## src/hw/short_retry_and_blanking_pkg.sv

```systemverilog
`default_nettype none
package short_retry_and_blanking_pkg;
  // register offsets (printed offsets are not multiples of four: kept as indices)
  localparam logic [7:0] idx_pick_ef = 8'h76;
  localparam logic [7:0] idx_pick_gh = 8'h77;
  localparam logic [7:0] idx_zero_level = 8'h78;
  localparam logic [7:0] idx_one_level = 8'h79;
  localparam logic [7:0] idx_reference = 8'h7a;
  localparam logic [7:0] idx_retry_blank = 8'h7b;
  // writable bits of the threshold pick registers
  localparam logic [7:0] pick_write_mask = 8'h77;
  // field positions
  localparam int retry_and_blanking_enable_bit = 7;
  localparam int ratio_lsb = 5;
  localparam int retry_lsb = 4;
  // bus answers
  localparam logic [1:0] resp_okay = 2'h0;
  localparam logic [1:0] resp_slverr = 2'h2;
  // reset values of bus state
  localparam logic [31:0] rdata_reset = 32'h0;
  // reference ratio codes give 64, 128, 256, 512
  localparam logic [9:0] ratio_base = 10'h040;
  // blank time table in microseconds, codes 0 to f
  localparam logic [12:0] blank_us_table [16] = '{
    13'h0064, 13'h0014, 13'h001e, 13'h0032, 13'h0050, 13'h0096, 13'h00c8, 13'h012c,
    13'h01f4, 13'h0320, 13'h03e8, 13'h04b0, 13'h05dc, 13'h07d0, 13'h0bb8, 13'h0fa0};
endpackage
`default_nettype wire

```

## src/hw/pick_mux.sv

```systemverilog
`default_nettype none
// picks one of the two shared levels for each of twelve channels
module pick_mux (
  // clock and reset
  input wire logic clk,
  input wire logic rst_n,
  // selects and levels
  input wire logic [11:0] pick,
  input wire logic [7:0] level_zero,
  input wire logic [7:0] level_one,
  // per-channel level code
  output logic [95:0] chan_level
);
  import short_retry_and_blanking_pkg::*;
  genvar i;
  generate
    for (i = 0; i < 12; i++) begin : g_ch
      wire logic [7:0] sel_level;
      assign sel_level = pick[i] ? level_one : level_zero;
      always_ff @(posedge clk or negedge rst_n) begin
        if (!rst_n) chan_level[i*8 +: 8] <= 8'h00;
        else chan_level[i*8 +: 8] <= sel_level;
      end
      a_pick_follow: assert property (@(posedge clk) disable iff (!rst_n)
        chan_level[i*8 +: 8] == ($past(pick[i]) ? $past(level_one) : $past(level_zero)))
        else $error("channel level does not follow its select");
    end
  endgenerate
endmodule // pick_mux
`default_nettype wire

```

## src/hw/short_retry_and_blanking_regs.sv

```systemverilog
// Added by the designer: the AXI4-Lite slave port.
`default_nettype none
// Operation
// - select 0 uses shared threshold zero, select 1 uses shared threshold one
// - register 76h holds group E selects in bits 2-0, group F in 6-4
// - register 77h holds group G selects in bits 2-0, group H in 6-4
// - every field loads from the stored image at reset; here reset clears them to 0, the image loads on load_image
// - threshold zero code sets level code*0.125 V plus 2.5 V
// - threshold one code sets level code*0.125 V plus 2.5 V
// - reference bit 7 enables retry and blanking
// - reference bits 6-5 select ratio 64, 128, 256 or 512
// - reference bits 4-0 set supply low level code*1 V plus 4 V
// - retry register upper nibble sets retry current (code*4+4)/64 of full range
// - retry register lower nibble selects blank time, 100 us at code 0
module short_retry_and_blanking_regs (
  // clock and reset
  input wire logic clk,
  input wire logic resetn,
  // stored image, valid while load_image is high
  input wire logic load_image,
  input wire logic [47:0] image,
  // axi4-lite write address and data
  input wire logic [31:0] s_awaddr,
  input wire logic s_awvalid,
  output logic s_awready,
  input wire logic [31:0] s_wdata,
  input wire logic [3:0] s_wstrb,
  input wire logic s_wvalid,
  output logic s_wready,
  // axi4-lite write response
  output logic [1:0] s_bresp,
  output logic s_bvalid,
  input wire logic s_bready,
  // axi4-lite read
  input wire logic [31:0] s_araddr,
  input wire logic s_arvalid,
  output logic s_arready,
  output logic [31:0] s_rdata,
  output logic [1:0] s_rresp,
  output logic s_rvalid,
  input wire logic s_rready,
  // outputs to the diagnostic core
  output logic [95:0] chan_level,
  output logic [7:0] level_zero_code,
  output logic [7:0] level_one_code,
  output logic retry_and_blanking_enable,
  output logic [9:0] ref_ratio,
  output logic [4:0] supply_low_level,
  output logic [3:0] retry_current_code,
  output logic [12:0] blank_time_us
);
  import short_retry_and_blanking_pkg::*;

  typedef enum logic [1:0] {
    st_idle = 2'b00,
    st_resp = 2'b01
  } wr_state_type;

  // register-address decode shared by read and write
  function automatic logic [2:0] reg_slot(input logic [31:0] a);
    if (a[1:0] != 2'b00) reg_slot = 3'h7;
    else if (a[31:2] == {22'h0, idx_pick_ef}) reg_slot = 3'h0;
    else if (a[31:2] == {22'h0, idx_pick_gh}) reg_slot = 3'h1;
    else if (a[31:2] == {22'h0, idx_zero_level}) reg_slot = 3'h2;
    else if (a[31:2] == {22'h0, idx_one_level}) reg_slot = 3'h3;
    else if (a[31:2] == {22'h0, idx_reference}) reg_slot = 3'h4;
    else if (a[31:2] == {22'h0, idx_retry_blank}) reg_slot = 3'h5;
    else reg_slot = 3'h7;
  endfunction

  // reset synchroniser
  logic rst_meta_ff;
  logic rst_n_ff;
  always_ff @(posedge clk or negedge resetn) begin
    if (!resetn) begin
      rst_meta_ff <= 1'b0;
      rst_n_ff <= 1'b0;
    end else begin
      rst_meta_ff <= 1'b1;
      rst_n_ff <= rst_meta_ff;
    end
  end

  // register storage
  logic [7:0] regs_ff [6];
  logic [7:0] nxt_regs [6];

  // write channel capture
  logic aw_held_ff;
  logic w_held_ff;
  logic [31:0] awaddr_ff;
  logic [31:0] wdata_ff;
  logic [3:0] wstrb_ff;
  wr_state_type wr_state_ff;
  wire logic aw_take = s_awvalid && s_awready;
  wire logic w_take = s_wvalid && s_wready;
  wire logic have_aw = aw_held_ff || aw_take;
  wire logic have_w = w_held_ff || w_take;
  wire logic [31:0] cur_awaddr = aw_held_ff ? awaddr_ff : s_awaddr;
  wire logic [31:0] cur_wdata = w_held_ff ? wdata_ff : s_wdata;
  wire logic [3:0] cur_wstrb = w_held_ff ? wstrb_ff : s_wstrb;
  wire logic do_write = (wr_state_ff == st_idle) && have_aw && have_w;
  wire logic [2:0] wr_slot = reg_slot(cur_awaddr);
  wire logic wr_hit = (wr_slot != 3'h7) && cur_wstrb[0];
  wire logic [7:0] wr_byte = cur_wdata[7:0];

  always_ff @(posedge clk or negedge rst_n_ff) begin
    if (!rst_n_ff) begin
      aw_held_ff <= 1'b0;
      w_held_ff <= 1'b0;
      awaddr_ff <= 32'h0;
      wdata_ff <= 32'h0;
      wstrb_ff <= 4'h0;
    end else begin
      aw_held_ff <= have_aw && !do_write;
      w_held_ff <= have_w && !do_write;
      if (aw_take) awaddr_ff <= s_awaddr;
      if (w_take) wdata_ff <= s_wdata;
      if (w_take) wstrb_ff <= s_wstrb;
    end
  end

  // write response state
  always_ff @(posedge clk or negedge rst_n_ff) begin
    if (!rst_n_ff) begin
      wr_state_ff <= st_idle;
      s_bvalid <= 1'b0;
      s_bresp <= resp_okay;
      s_awready <= 1'b0;
      s_wready <= 1'b0;
    end else begin
      case (wr_state_ff)
        st_idle: begin
          if (do_write) begin
            wr_state_ff <= st_resp;
            s_bvalid <= 1'b1;
            s_bresp <= (wr_slot == 3'h7) ? resp_slverr : resp_okay;
          end
        end
        st_resp: begin
          if (s_bready) begin
            wr_state_ff <= st_idle;
            s_bvalid <= 1'b0;
          end
        end
        default: wr_state_ff <= st_idle;
      endcase
      s_awready <= !have_aw && !do_write && (wr_state_ff == st_idle)
                   && !(s_awready && s_awvalid);
      s_wready <= !have_w && !do_write && (wr_state_ff == st_idle)
                  && !(s_wready && s_wvalid);
    end
  end

  // next register values: image load wins, then bus write
  genvar g;
  generate
    for (g = 0; g < 6; g++) begin : g_reg
      wire logic [7:0] keep_mask = (g < 2) ? pick_write_mask : 8'hff;
      always_comb begin
        nxt_regs[g] = regs_ff[g];
        if (load_image) nxt_regs[g] = image[g*8 +: 8] & keep_mask;
        else if (do_write && wr_hit && (wr_slot == 3'(g)))
          nxt_regs[g] = wr_byte & keep_mask;
      end
      always_ff @(posedge clk or negedge rst_n_ff) begin
        if (!rst_n_ff) regs_ff[g] <= 8'h00;
        else regs_ff[g] <= nxt_regs[g];
      end
    end
  endgenerate

  // read channel
  wire logic [2:0] rd_slot = reg_slot(s_araddr);
  wire logic [7:0] rd_byte = (rd_slot == 3'h7) ? 8'h00 : regs_ff[rd_slot];
  wire logic rd_take = s_arvalid && s_arready;
  always_ff @(posedge clk or negedge rst_n_ff) begin
    if (!rst_n_ff) begin
      s_arready <= 1'b0;
      s_rvalid <= 1'b0;
      s_rdata <= rdata_reset;
      s_rresp <= resp_okay;
    end else begin
      s_arready <= !s_rvalid && !rd_take && !s_arready;
      if (rd_take) begin
        s_rvalid <= 1'b1;
        s_rdata <= {24'h0, rd_byte};
        s_rresp <= (rd_slot == 3'h7) ? resp_slverr : resp_okay;
      end else if (s_rvalid && s_rready) begin
        s_rvalid <= 1'b0;
      end
    end
  end

  // field decode toward the diagnostic core
  wire logic [11:0] pick_bits = {regs_ff[1][6:4], regs_ff[1][2:0],
                                 regs_ff[0][6:4], regs_ff[0][2:0]};
  wire logic [1:0] ratio_code = regs_ff[4][ratio_lsb +: 2];
  wire logic [3:0] blank_code = regs_ff[5][3:0];
  always_ff @(posedge clk or negedge rst_n_ff) begin
    if (!rst_n_ff) begin
      level_zero_code <= 8'h00;
      level_one_code <= 8'h00;
      retry_and_blanking_enable <= 1'b0;
      ref_ratio <= ratio_base;
      supply_low_level <= 5'h00;
      retry_current_code <= 4'h0;
      blank_time_us <= blank_us_table[0]; // decode of the all-zero register
    end else begin
      level_zero_code <= regs_ff[2];
      level_one_code <= regs_ff[3];
      retry_and_blanking_enable <= regs_ff[4][retry_and_blanking_enable_bit];
      ref_ratio <= ratio_base << ratio_code;
      supply_low_level <= regs_ff[4][4:0];
      retry_current_code <= regs_ff[5][retry_lsb +: 4];
      blank_time_us <= blank_us_table[blank_code];
    end
  end

  pick_mux u_pick (
    .clk(clk),
    .rst_n(rst_n_ff),
    .pick(pick_bits),
    .level_zero(regs_ff[2]),
    .level_one(regs_ff[3]),
    .chan_level(chan_level)
  );

  // reserved select bits never hold a one
  a_resv_zero: assert property (@(posedge clk) disable iff (!rst_n_ff)
    (regs_ff[0][7] == 1'b0) && (regs_ff[0][3] == 1'b0) && (regs_ff[1][7] == 1'b0)
    && (regs_ff[1][3] == 1'b0)) else $error("reserved select bit set");

  // every register takes its byte of the stored image on a load
  a_image_ef: assert property (@(posedge clk) disable iff (!rst_n_ff)
    load_image |=> regs_ff[0] == ($past(image[7:0]) & pick_write_mask))
    else $error("image not loaded into pick ef");
  a_image_gh: assert property (@(posedge clk) disable iff (!rst_n_ff)
    load_image |=> regs_ff[1] == ($past(image[15:8]) & pick_write_mask))
    else $error("image not loaded into pick gh");
  a_image_load: assert property (@(posedge clk) disable iff (!rst_n_ff)
    load_image |=> regs_ff[2] == $past(image[23:16]))
    else $error("image not loaded");
  a_image_one: assert property (@(posedge clk) disable iff (!rst_n_ff)
    load_image |=> regs_ff[3] == $past(image[31:24]))
    else $error("image not loaded into level one");
  a_image_ref: assert property (@(posedge clk) disable iff (!rst_n_ff)
    load_image |=> regs_ff[4] == $past(image[39:32]))
    else $error("image not loaded into reference");
  a_image_retry: assert property (@(posedge clk) disable iff (!rst_n_ff)
    load_image |=> regs_ff[5] == $past(image[47:40]))
    else $error("image not loaded into retry");

  // decoded outputs follow their fields one cycle later
  a_enable_follow: assert property (@(posedge clk) disable iff (!rst_n_ff)
    ##1 retry_and_blanking_enable == $past(regs_ff[4][7])) else $error("enable lost");
  a_ratio_map: assert property (@(posedge clk) disable iff (!rst_n_ff)
    ##1 ref_ratio == (ratio_base << $past(regs_ff[4][6:5]))) else $error("bad ratio");
  a_ratio_code0: assert property (@(posedge clk) disable iff (!rst_n_ff)
    regs_ff[4][6:5] == 2'h0 |=> ref_ratio == 10'h040)
    else $error("ratio code 0 not 64");
  a_ratio_code1: assert property (@(posedge clk) disable iff (!rst_n_ff)
    regs_ff[4][6:5] == 2'h1 |=> ref_ratio == 10'h080)
    else $error("ratio code 1 not 128");
  a_ratio_code2: assert property (@(posedge clk) disable iff (!rst_n_ff)
    regs_ff[4][6:5] == 2'h2 |=> ref_ratio == 10'h100)
    else $error("ratio code 2 not 256");
  a_ratio_code3: assert property (@(posedge clk) disable iff (!rst_n_ff)
    regs_ff[4][6:5] == 2'h3 |=> ref_ratio == 10'h200)
    else $error("ratio code 3 not 512");
  a_supply_level: assert property (@(posedge clk) disable iff (!rst_n_ff)
    ##1 supply_low_level == $past(regs_ff[4][4:0])) else $error("supply level");
  a_retry_code: assert property (@(posedge clk) disable iff (!rst_n_ff)
    ##1 retry_current_code == $past(regs_ff[5][7:4])) else $error("retry code");
  a_level_zero: assert property (@(posedge clk) disable iff (!rst_n_ff)
    ##1 level_zero_code == $past(regs_ff[2])) else $error("level zero");
  a_level_one: assert property (@(posedge clk) disable iff (!rst_n_ff)
    ##1 level_one_code == $past(regs_ff[3])) else $error("level one");

  // blank time at both ends of the table and at code one
  a_blank_zero: assert property (@(posedge clk) disable iff (!rst_n_ff)
    regs_ff[5][3:0] == 4'h0 ##1 regs_ff[5][3:0] == 4'h0 |-> blank_time_us == 13'h0064)
    else $error("blank code 0 not 100 us");
  a_blank_one: assert property (@(posedge clk) disable iff (!rst_n_ff)
    regs_ff[5][3:0] == 4'h1 ##1 regs_ff[5][3:0] == 4'h1 |-> blank_time_us == 13'h0014)
    else $error("blank code 1 not 20 us");
  a_blank_top: assert property (@(posedge clk) disable iff (!rst_n_ff)
    regs_ff[5][3:0] == 4'hf ##1 regs_ff[5][3:0] == 4'hf |-> blank_time_us == 13'h0fa0)
    else $error("blank code f not 4 ms");

  // an accepted bus byte lands in its register, reserved bits masked
  a_pick_ef_write: assert property (@(posedge clk) disable iff (!rst_n_ff)
    do_write && wr_hit && wr_slot == 3'h0 && !load_image
    |=> regs_ff[0] == ($past(wr_byte) & pick_write_mask))
    else $error("pick ef write");
  a_pick_gh_write: assert property (@(posedge clk) disable iff (!rst_n_ff)
    do_write && wr_hit && wr_slot == 3'h1 && !load_image
    |=> regs_ff[1] == ($past(wr_byte) & pick_write_mask))
    else $error("pick gh write");
  a_zero_write: assert property (@(posedge clk) disable iff (!rst_n_ff)
    do_write && wr_hit && wr_slot == 3'h2 && !load_image
    |=> regs_ff[2] == $past(wr_byte))
    else $error("level zero write");
  a_one_write: assert property (@(posedge clk) disable iff (!rst_n_ff)
    do_write && wr_hit && wr_slot == 3'h3 && !load_image
    |=> regs_ff[3] == $past(wr_byte))
    else $error("level one write");
  a_ref_write: assert property (@(posedge clk) disable iff (!rst_n_ff)
    do_write && wr_hit && wr_slot == 3'h4 && !load_image
    |=> regs_ff[4] == $past(wr_byte))
    else $error("reference write");
  a_retry_write: assert property (@(posedge clk) disable iff (!rst_n_ff)
    do_write && wr_hit && wr_slot == 3'h5 && !load_image
    |=> regs_ff[5] == $past(wr_byte))
    else $error("retry write");

  // with no load and no accepted byte a register keeps its value
  a_hold_ef: assert property (@(posedge clk) disable iff (!rst_n_ff)
    !load_image && !(do_write && wr_hit && wr_slot == 3'h0) |=> $stable(regs_ff[0]))
    else $error("pick ef changed on its own");
  a_hold_gh: assert property (@(posedge clk) disable iff (!rst_n_ff)
    !load_image && !(do_write && wr_hit && wr_slot == 3'h1) |=> $stable(regs_ff[1]))
    else $error("pick gh changed on its own");
  a_hold_zero: assert property (@(posedge clk) disable iff (!rst_n_ff)
    !load_image && !(do_write && wr_hit && wr_slot == 3'h2) |=> $stable(regs_ff[2]))
    else $error("level zero changed on its own");
  a_hold_one: assert property (@(posedge clk) disable iff (!rst_n_ff)
    !load_image && !(do_write && wr_hit && wr_slot == 3'h3) |=> $stable(regs_ff[3]))
    else $error("level one changed on its own");
  a_hold_ref: assert property (@(posedge clk) disable iff (!rst_n_ff)
    !load_image && !(do_write && wr_hit && wr_slot == 3'h4) |=> $stable(regs_ff[4]))
    else $error("reference changed on its own");
  a_hold_retry: assert property (@(posedge clk) disable iff (!rst_n_ff)
    !load_image && !(do_write && wr_hit && wr_slot == 3'h5) |=> $stable(regs_ff[5]))
    else $error("retry changed on its own");

  // lane mapping from select bits to channel levels
  a_lane_e0: assert property (@(posedge clk) disable iff (!rst_n_ff)
    chan_level[7:0] == ($past(regs_ff[0][0]) ? $past(regs_ff[3]) : $past(regs_ff[2])))
    else $error("group e channel 0 level");
  a_lane_f0: assert property (@(posedge clk) disable iff (!rst_n_ff)
    chan_level[31:24] == ($past(regs_ff[0][4]) ? $past(regs_ff[3]) : $past(regs_ff[2])))
    else $error("group f channel 0 level");
  a_lane_g0: assert property (@(posedge clk) disable iff (!rst_n_ff)
    chan_level[55:48] == ($past(regs_ff[1][0]) ? $past(regs_ff[3]) : $past(regs_ff[2])))
    else $error("group g channel 0 level");
  a_lane_h2: assert property (@(posedge clk) disable iff (!rst_n_ff)
    chan_level[95:88] == ($past(regs_ff[1][6]) ? $past(regs_ff[3]) : $past(regs_ff[2])))
    else $error("group h channel 2 level");
endmodule // short_retry_and_blanking_regs
`default_nettype wire

```

## config.mk

```make
export PLATFORM = sky130hd
export DESIGN_NAME = short_retry_and_blanking_regs
export DESIGN_NICKNAME = d
export VERILOG_FILES = /design/src/hw/short_retry_and_blanking_pkg.sv /design/src/hw/pick_mux.sv /design/src/hw/short_retry_and_blanking_regs.sv
export SDC_FILE = /design/constraint.sdc
export NUM_CORES = 1
export LEC_CHECK = 0
export BUFFER_PORTS_ARGS = -buffer_cell sky130_fd_sc_hd__buf_2
export CAP_MARGIN = 25
export CORE_MARGIN = 8
export CORE_UTILIZATION = 40
export CTS_CLUSTER_DIAMETER = 30
export CTS_CLUSTER_SIZE = 40
export DETAILED_ROUTE_END_ITERATION = 10
export GPL_TIMING_DRIVEN = 0
export PLACE_DENSITY = 0.74
export SYNTH_ARGS = -nofsm -noshare
export SYNTH_HDL_FRONTEND = slang
export SYNTH_SLANG_ARGS = --single-unit
```

## constraint.sdc

```tcl
create_clock -name clk -period 9.26 [get_ports clk]
set_clock_uncertainty 0.05 [all_clocks]
set_input_delay 0 -clock clk [delete_from_list [all_inputs] [get_ports clk]]
set_output_delay 0 -clock clk [all_outputs]
set_load 0.005 [all_outputs]
```

After elaboration in Yosys (flattened, before gate mapping) --
Memories as Yosys holds them, arrays and structs flattened. A register that Yosys moved wholly into a read port is not among the register bits. Index checks and enable logic that the tools add are counted.
Word-level totals: register bits 244, word-level logic and storage cells 173, bits in read-only memories 208, memories 1
Cells by class: bitwise logic cells 2, reductions and logical operators 50, multiplexer cells 55, shifts and indexed selects 1, eq/ne operators 23, order comparisons 1
Memories:
- (no name shown) | depth 16, width 13, rd ports 1, clocked after Yosys merged registers in 1, wr ports 0, line short_retry_and_blanking_regs.sv:216 | blank_time_us <= blank_us_table[blank_code];
Operators with widths (count):
- == test 30 x 7 -> 1 bit, second input constant | 12
- two-way mux 8 bit | 28
- two-way mux 32 bit | 1
- two-way mux 3 bit | 10
- binary-select mux 8 bit (select 3 bit) | 1
- logical AND 1 bit | 24
- nonzero test 2 bit | 10
- two-way mux 2 bit | 8
- == test 3 bit, second input constant | 4
- left shift 7 x 2 -> 10 bit, first input constant | 1
- logical NOT 1 bit | 9
- == test 3 x 2 -> 1 bit, second input constant | 2
- two-way mux 1 bit | 5
- inverter 4 -> 5 bit | 1
- >= comparator 4 bit, second input constant | 1
- inequality test 2 bit, second input constant | 2
- inverter 3 -> 4 bit | 1
- case mux 2 bit (2 select lines) | 1
- AND reduction 2 bit | 2
- == test 3 x 1 -> 1 bit, second input constant | 1
- logical NOT 3 bit | 1
- inequality test 3 bit, second input constant | 1
- AND reduction 3 bit | 1
- == test 2 x 1 -> 1 bit, second input constant | 1
- 3 further kinds | 4

Depth between registers and ports, before layout --
depth in word-level cells 15, depth in mapped cells 9, mapped depth without buffers 6

By module --
Synthesis repeated with hierarchy kept, for this count alone.
Unflattened totals: cell total of the unflattened synthesis 821, area total of the unflattened synthesis 10964.3 sq um
Modules (own cells, without submodules):
- short_retry_and_blanking_regs | instances 1, area an instance 6877.8 sq um, cells each 601, sequential area each 3633.5 sq um
- pick_mux | instances 1, area an instance 4086.4 sq um, cells each 220, sequential area each 2402.3 sq um

Worst setup path after synthesis --
Ideal clock, no wire load.
kind reg2reg, start point register aw_held_ff, end point register regs_ff (netlist bit pick_bits[0]), buffers on the path 1, data arrival time 2.354 ns, cell stages (with the launch flop) 8, setup slack 6.730 ns, library setup time 0.126 ns, path through dfrtp_1 > buf_2 > or4_1 > nor3_2 > o22ai_2 > or3_4 > o31a_1 > a221o_1
On the way: cells in the longest elaborated chain, start to end 14, elaborated cells on any way between the ends 24
RTL lines:
- from (decl) | line short_retry_and_blanking_regs.sv:89 | logic aw_held_ff;
- from (signal assigned) | line short_retry_and_blanking_regs.sv:115 | aw_held_ff <= have_aw && !do_write;
- two-way mux 32 bit | line short_retry_and_blanking_regs.sv:99 | wire logic [31:0] cur_awaddr = aw_held_ff ? awaddr_ff : s_awaddr;
- == test 30 x 7 -> 1 bit | line short_retry_and_blanking_regs.sv:67 | else if (a[31:2] == {22'h0, idx_retry_blank}) reg_slot = 3'h5;
- two-way mux 2 bit | line short_retry_and_blanking_regs.sv:67
- two-way mux 2 bit | line short_retry_and_blanking_regs.sv:66 | else if (a[31:2] == {22'h0, idx_reference}) reg_slot = 3'h4;
- two-way mux 3 bit | line short_retry_and_blanking_regs.sv:65 | else if (a[31:2] == {22'h0, idx_one_level}) reg_slot = 3'h3;
- two-way mux 3 bit | line short_retry_and_blanking_regs.sv:64 | else if (a[31:2] == {22'h0, idx_zero_level}) reg_slot = 3'h2;
- two-way mux 3 bit | line short_retry_and_blanking_regs.sv:63 | else if (a[31:2] == {22'h0, idx_pick_gh}) reg_slot = 3'h1;
- two-way mux 3 bit | line short_retry_and_blanking_regs.sv:62 | else if (a[31:2] == {22'h0, idx_pick_ef}) reg_slot = 3'h0;
- two-way mux 3 bit | line short_retry_and_blanking_regs.sv:61 | if (a[1:0] != 2'b00) reg_slot = 3'h7;
- inequality test 3 bit | line short_retry_and_blanking_regs.sv:104 | wire logic wr_hit = (wr_slot != 3'h7) && cur_wstrb[0];
- logical AND 1 bit | line short_retry_and_blanking_regs.sv:104
- logical AND 1 bit | line short_retry_and_blanking_regs.sv:163 | else if (do_write && wr_hit && (wr_slot == 3'(g)))
- logical AND 1 bit (*) | line short_retry_and_blanking_regs.sv:163
- nonzero test 2 bit (no line) (*)
- to (signal, indexed assignment) | line short_retry_and_blanking_regs.sv:168 | else regs_ff[g] <= nxt_regs[g];
- to (decl) | line short_retry_and_blanking_regs.sv:85 | logic [7:0] regs_ff [6];
Every way passes the cells marked *; elsewhere a longest branch is shown, timed or not. A chain may end at the register's enable or synchronous reset.

Worst setup path after layout --
start point input port s_araddr[26], end point register s_rdata[5]
On the way: cells in the longest elaborated chain, start to end 13, elaborated cells on any way between the ends 19
RTL lines:
- from (decl) | line short_retry_and_blanking_regs.sv:35 | input wire logic [31:0] s_araddr,
- == test 30 x 7 -> 1 bit | line short_retry_and_blanking_regs.sv:67
- two-way mux 2 bit | line short_retry_and_blanking_regs.sv:67
- two-way mux 2 bit | line short_retry_and_blanking_regs.sv:66
- two-way mux 3 bit | line short_retry_and_blanking_regs.sv:65
- two-way mux 3 bit | line short_retry_and_blanking_regs.sv:64
- two-way mux 3 bit | line short_retry_and_blanking_regs.sv:63
- two-way mux 3 bit (*) | line short_retry_and_blanking_regs.sv:62
- two-way mux 3 bit (*) | line short_retry_and_blanking_regs.sv:61
- inverter 3 -> 4 bit (not written as such) | line short_retry_and_blanking_regs.sv:175 | wire logic [7:0] rd_byte = (rd_slot == 3'h7) ? 8'h00 : regs_ff[rd_slot];
- binary-select mux 8 bit (select 3 bit) | line short_retry_and_blanking_regs.sv:175
- two-way mux 8 bit (not written as such) (2 in a row) | line short_retry_and_blanking_regs.sv:175
- two-way mux 8 bit (*) | line short_retry_and_blanking_regs.sv:175
- to (signal assigned) | line short_retry_and_blanking_regs.sv:181 | s_rdata <= rdata_reset;
- to (signal assigned) | line short_retry_and_blanking_regs.sv:187 | s_rdata <= {24'h0, rd_byte};
- to (decl) | line short_retry_and_blanking_regs.sv:38 | output logic [31:0] s_rdata,
Every way passes the cells marked *; elsewhere a longest branch is shown, timed or not. The select of a mux whose other input is x is not followed.

==> impl_metrics.env <==
export IMPL_path_max_fanout=6
export IMPL_crit_path_cell_trace="dlygate4sd3_1, buf_2, nor4_1, dlygate4sd3_1, nand2_1, dlygate4sd3_1, nor4_1, nor2b_1, a211oi_1, a31oi_1, dlygate4sd3_1"
export IMPL_stdcell_count=1645
export IMPL_core_area_mm2=0.02518
export IMPL_whs_ps=72.98
export IMPL_post_route_min_period_ps=3372
export IMPL_crit_slowest_cell="dlygate4sd3_1"
export IMPL_ys_ff_latch=241
export IMPL_slew_viol_final=0
export IMPL_clk_path_buf_depth=3
export IMPL_drive_above_1_share_pct=42.49
export IMPL_drc_errors=0
export IMPL_hold_viol=0
export IMPL_root_buffer="clkbuf_16"
export IMPL_overflow=0
export IMPL_firstDrtPassIters=4
export IMPL_ys_flop_type="dfrtp_1"
export IMPL_vdd_drop_max_mv=0.1701
export IMPL_syn_area_mm2=0.01028
export IMPL_relSlewSlack_pct=28.88
export IMPL_p_seq_share_pct=35.4
export IMPL_yosysSeqAreaShare_pct=58.71
export IMPL_cp_end_kind="flop"
export IMPL_grt_start_max_net_pins=72
export IMPL_grt_pass1_wl_um=53560
export IMPL_ys_top_cells_by_count="dfrtp_1, mux2_2, clkbuf_1"
export IMPL_fp_row_count=58
export IMPL_dr_total_vias=8401
export IMPL_hold_class="input port to flop"
export IMPL_synth_avg_cell_area_um2=12.83
export IMPL_outcome="finished, final reports clean"
export IMPL_cts_tree="done"
export IMPL_yosys_top_cells_area="dfrtp_1, mux2_2, a221o_1"
export IMPL_period_share_pct=36.41
export IMPL_gp_congestion=0.8227
export IMPL_cp_arrival_ps=3800
export IMPL_fin_util_pct=60.01
export IMPL_power_density_mw_per_mm2=257.9
export IMPL_p_int_uw=2851
export IMPL_worst_slew_pin_slew_ps=1067
export IMPL_hpwl_um=23700
export IMPL_grt_setup_unrepaired="false"
export IMPL_fp_dieW_um=176.3
export IMPL_netlist_instances=801
export IMPL_p_clk_share_pct=46.9
export IMPL_detail_route_wl_per_cell_um=21.41
export IMPL_crit_required_ps=9680
export IMPL_leakagePower_uw=0.007206
export IMPL_netlist_area_leader_share_pct=57.69
export IMPL_area_delta_synth_final_pct=46.99
export IMPL_nets=1433
export IMPL_crit_path_frequent_cell="dlygate4sd3_1"
export IMPL_antenna_found_initial=6
export IMPL_cp_start_kind="input port"
export IMPL_cts_sinks=241
export IMPL_io_buffers=275
export IMPL_reg2reg_slack_ps=6330
export IMPL_clkSlewWorstSetupHoldPaths_ps=50
export IMPL_cp_slowest_stage_delay_ps=610
export IMPL_synth_enable_flop_cells=0
export IMPL_synth_most_common_cell="dfrtp_1"
export IMPL_p_sw_uw=1046
export IMPL_crit_type="input port to flop"
export IMPL_ios=342
export IMPL_grtUsageTotal_pct=22.19
export IMPL_setup_violations=0
export IMPL_worst_skew_pair_late_latency_ps=530
export IMPL_yosysWarnings=0
export IMPL_htree_levels=2
export IMPL_post_cts_buffers=0
export IMPL_combinationalPowerShare_pct=17.6
export IMPL_synthDistinctLibCells=53
export IMPL_floorplan_initialDensity_pct=40.82
export IMPL_max_freq_ghz=0.2966
export IMPL_cts_buffers=49
export IMPL_postSynth_asyncResetShare_pct=100.0
export IMPL_dp_cells=1443
export IMPL_first_global_vias=9269
export IMPL_chipHeight_um=176.3
export IMPL_maxCapViolCount=0
export IMPL_dieArea_mm2=0.03109
export IMPL_drt_iter0_drc=574
export IMPL_drt_total_wl_um=35220
export IMPL_yosys_area_top_type="dfrtp_1"
export IMPL_ctsHoldBuffers=108
export IMPL_drtAntennaViolNets=0
export IMPL_viasPerCell=5.107
export IMPL_p_sw_share_pct=26.85
export IMPL_cts_resized=0
==> layer usage <==
layer	global-route usage, %	wire [um]	vias up
met1	26.04	13810	4139
met3	5.127	2327	103
met2	37.96	17640	363
li1	-	-	3792
met4	10.53	1416	4
met5	0	22	-
==> power groups by stage <==
stage	clock, uW	sequential, uW	combinational [uW]
after CTS	1840	1370	678
after detailed placement	0	1390	623
after global routing	1900	1400	745
final	1830	1380	687
after floorplan	0	1380	372
after global placement	0	1400	592
==> kinds of logic (layout without fill, tap and decap cells) <==
| group | Yosys count | count (layout) | share of synthesized area [%] |
|---|---|---|---|
| compound gates | 120 | 120 | 9.226 |
| xor+xnor | 3 | 3 | 0.2556 |
| fa+ha+maj | 5 | 5 | 0.6086 |
| simple gates | 181 | 181 | 9.737 |
| other cells | 2 | 39 | 0.07306 |
| mux | 153 | 153 | 16.57 |
| flops | 241 | 241 | 58.71 |
| buf+inv | 96 | 573 | 4.820 |
==> critical path, delay by kind of cell <==
kind	cells	cell delay, ps
buffers and inverters	5	2400
and+or+nand+nor	4	1150
AOI/OAI and AO/OA	2	250
==> layout make-up <==
| cell class | instances | area [um2] |
|---|---|---|
| diodes | 4 | 10.01 |
| plain buffers | 86 | 457.9 |
| clock buffers | 60 | 1368 |
| clock inverters | 30 | 372.9 |
| fillers | 1955 | 10070 |
| inverters | 10 | 37.54 |
| multi-input cells | 497 | 3872 |
| flip-flops and latches | 241 | 6040 |
| well taps | 330 | 412.9 |
| repair buffers | 387 | 2540 |
==> final timing paths <==
kind | to | startpoint | depth (start not counted)
worst min-delay path | s_rdata[2] | s_araddr[27] | 6
min in group asynchronous | rst_n_ff | resetn | 3
max in group asynchronous | ref_ratio[6] | rst_n_ff | 2
worst min register to register | rst_n_ff | rst_meta_ff | 0
worst max register to register | regs_ff[7] | aw_held_ff | 8
worst max-delay path | s_rdata[5] | s_araddr[26] | 11
==> flip-flops by register name (all words and copies together), names as in the netlist, 2 cells and up <==
signal	cells
regs_ff	26
retry_current_code	4
s_rdata	8
blank_time_us	11
awaddr_ff	32
pick_bits	12
blank_code	4
ref_ratio	4
level_one_code	8
wdata_ff	8
supply_low_level	5
ratio_code	2
u_pick.chan_level	96
level_zero_code	8
==> placed cells by master, fill, tap and decap left out, types with 4 or more instances in the layout <==
cell	count
nand3_1	12
mux2_2	137
nor2_1	28
and2_1	42
nand2_1	31
o21ai_0	13
dfrtp_1	236
bufinv_16	7
a31oi_1	9
clkinvlp_4	7
clkbuf_16	49
dlygate4sd3_1	108
nor4_1	17
ha_1	5
buf_2	278
a22o_1	8
a21oi_1	15
a221o_1	40
clkbuf_8	10
mux2i_1	16
buf_4	36
a211oi_1	6
dfstp_2	4
nor2b_1	7
nor3_1	13
inv_6	7
diode_2	4
conb_1	35
a21o_1	9
clkinv_2	8
nand3b_1	4
or4_1	6
inv_1	10
clkbuf_1	46
==> stage by stage <==
step	power [uW]	worst slack [ps]	area, um2	TNS [ps]
2_1_floorplan	1748	2004	10400	0
3_3_place_gp	1988	-512.8	12190	-116240
3_5_place_dp	2010	6421	12280	0
4_1_cts	3891	5986	15100	0
5_1_grt	4049	5670	15110	0
6_report	3897	5888	15110	0
(Power assumes the default switching activity.)
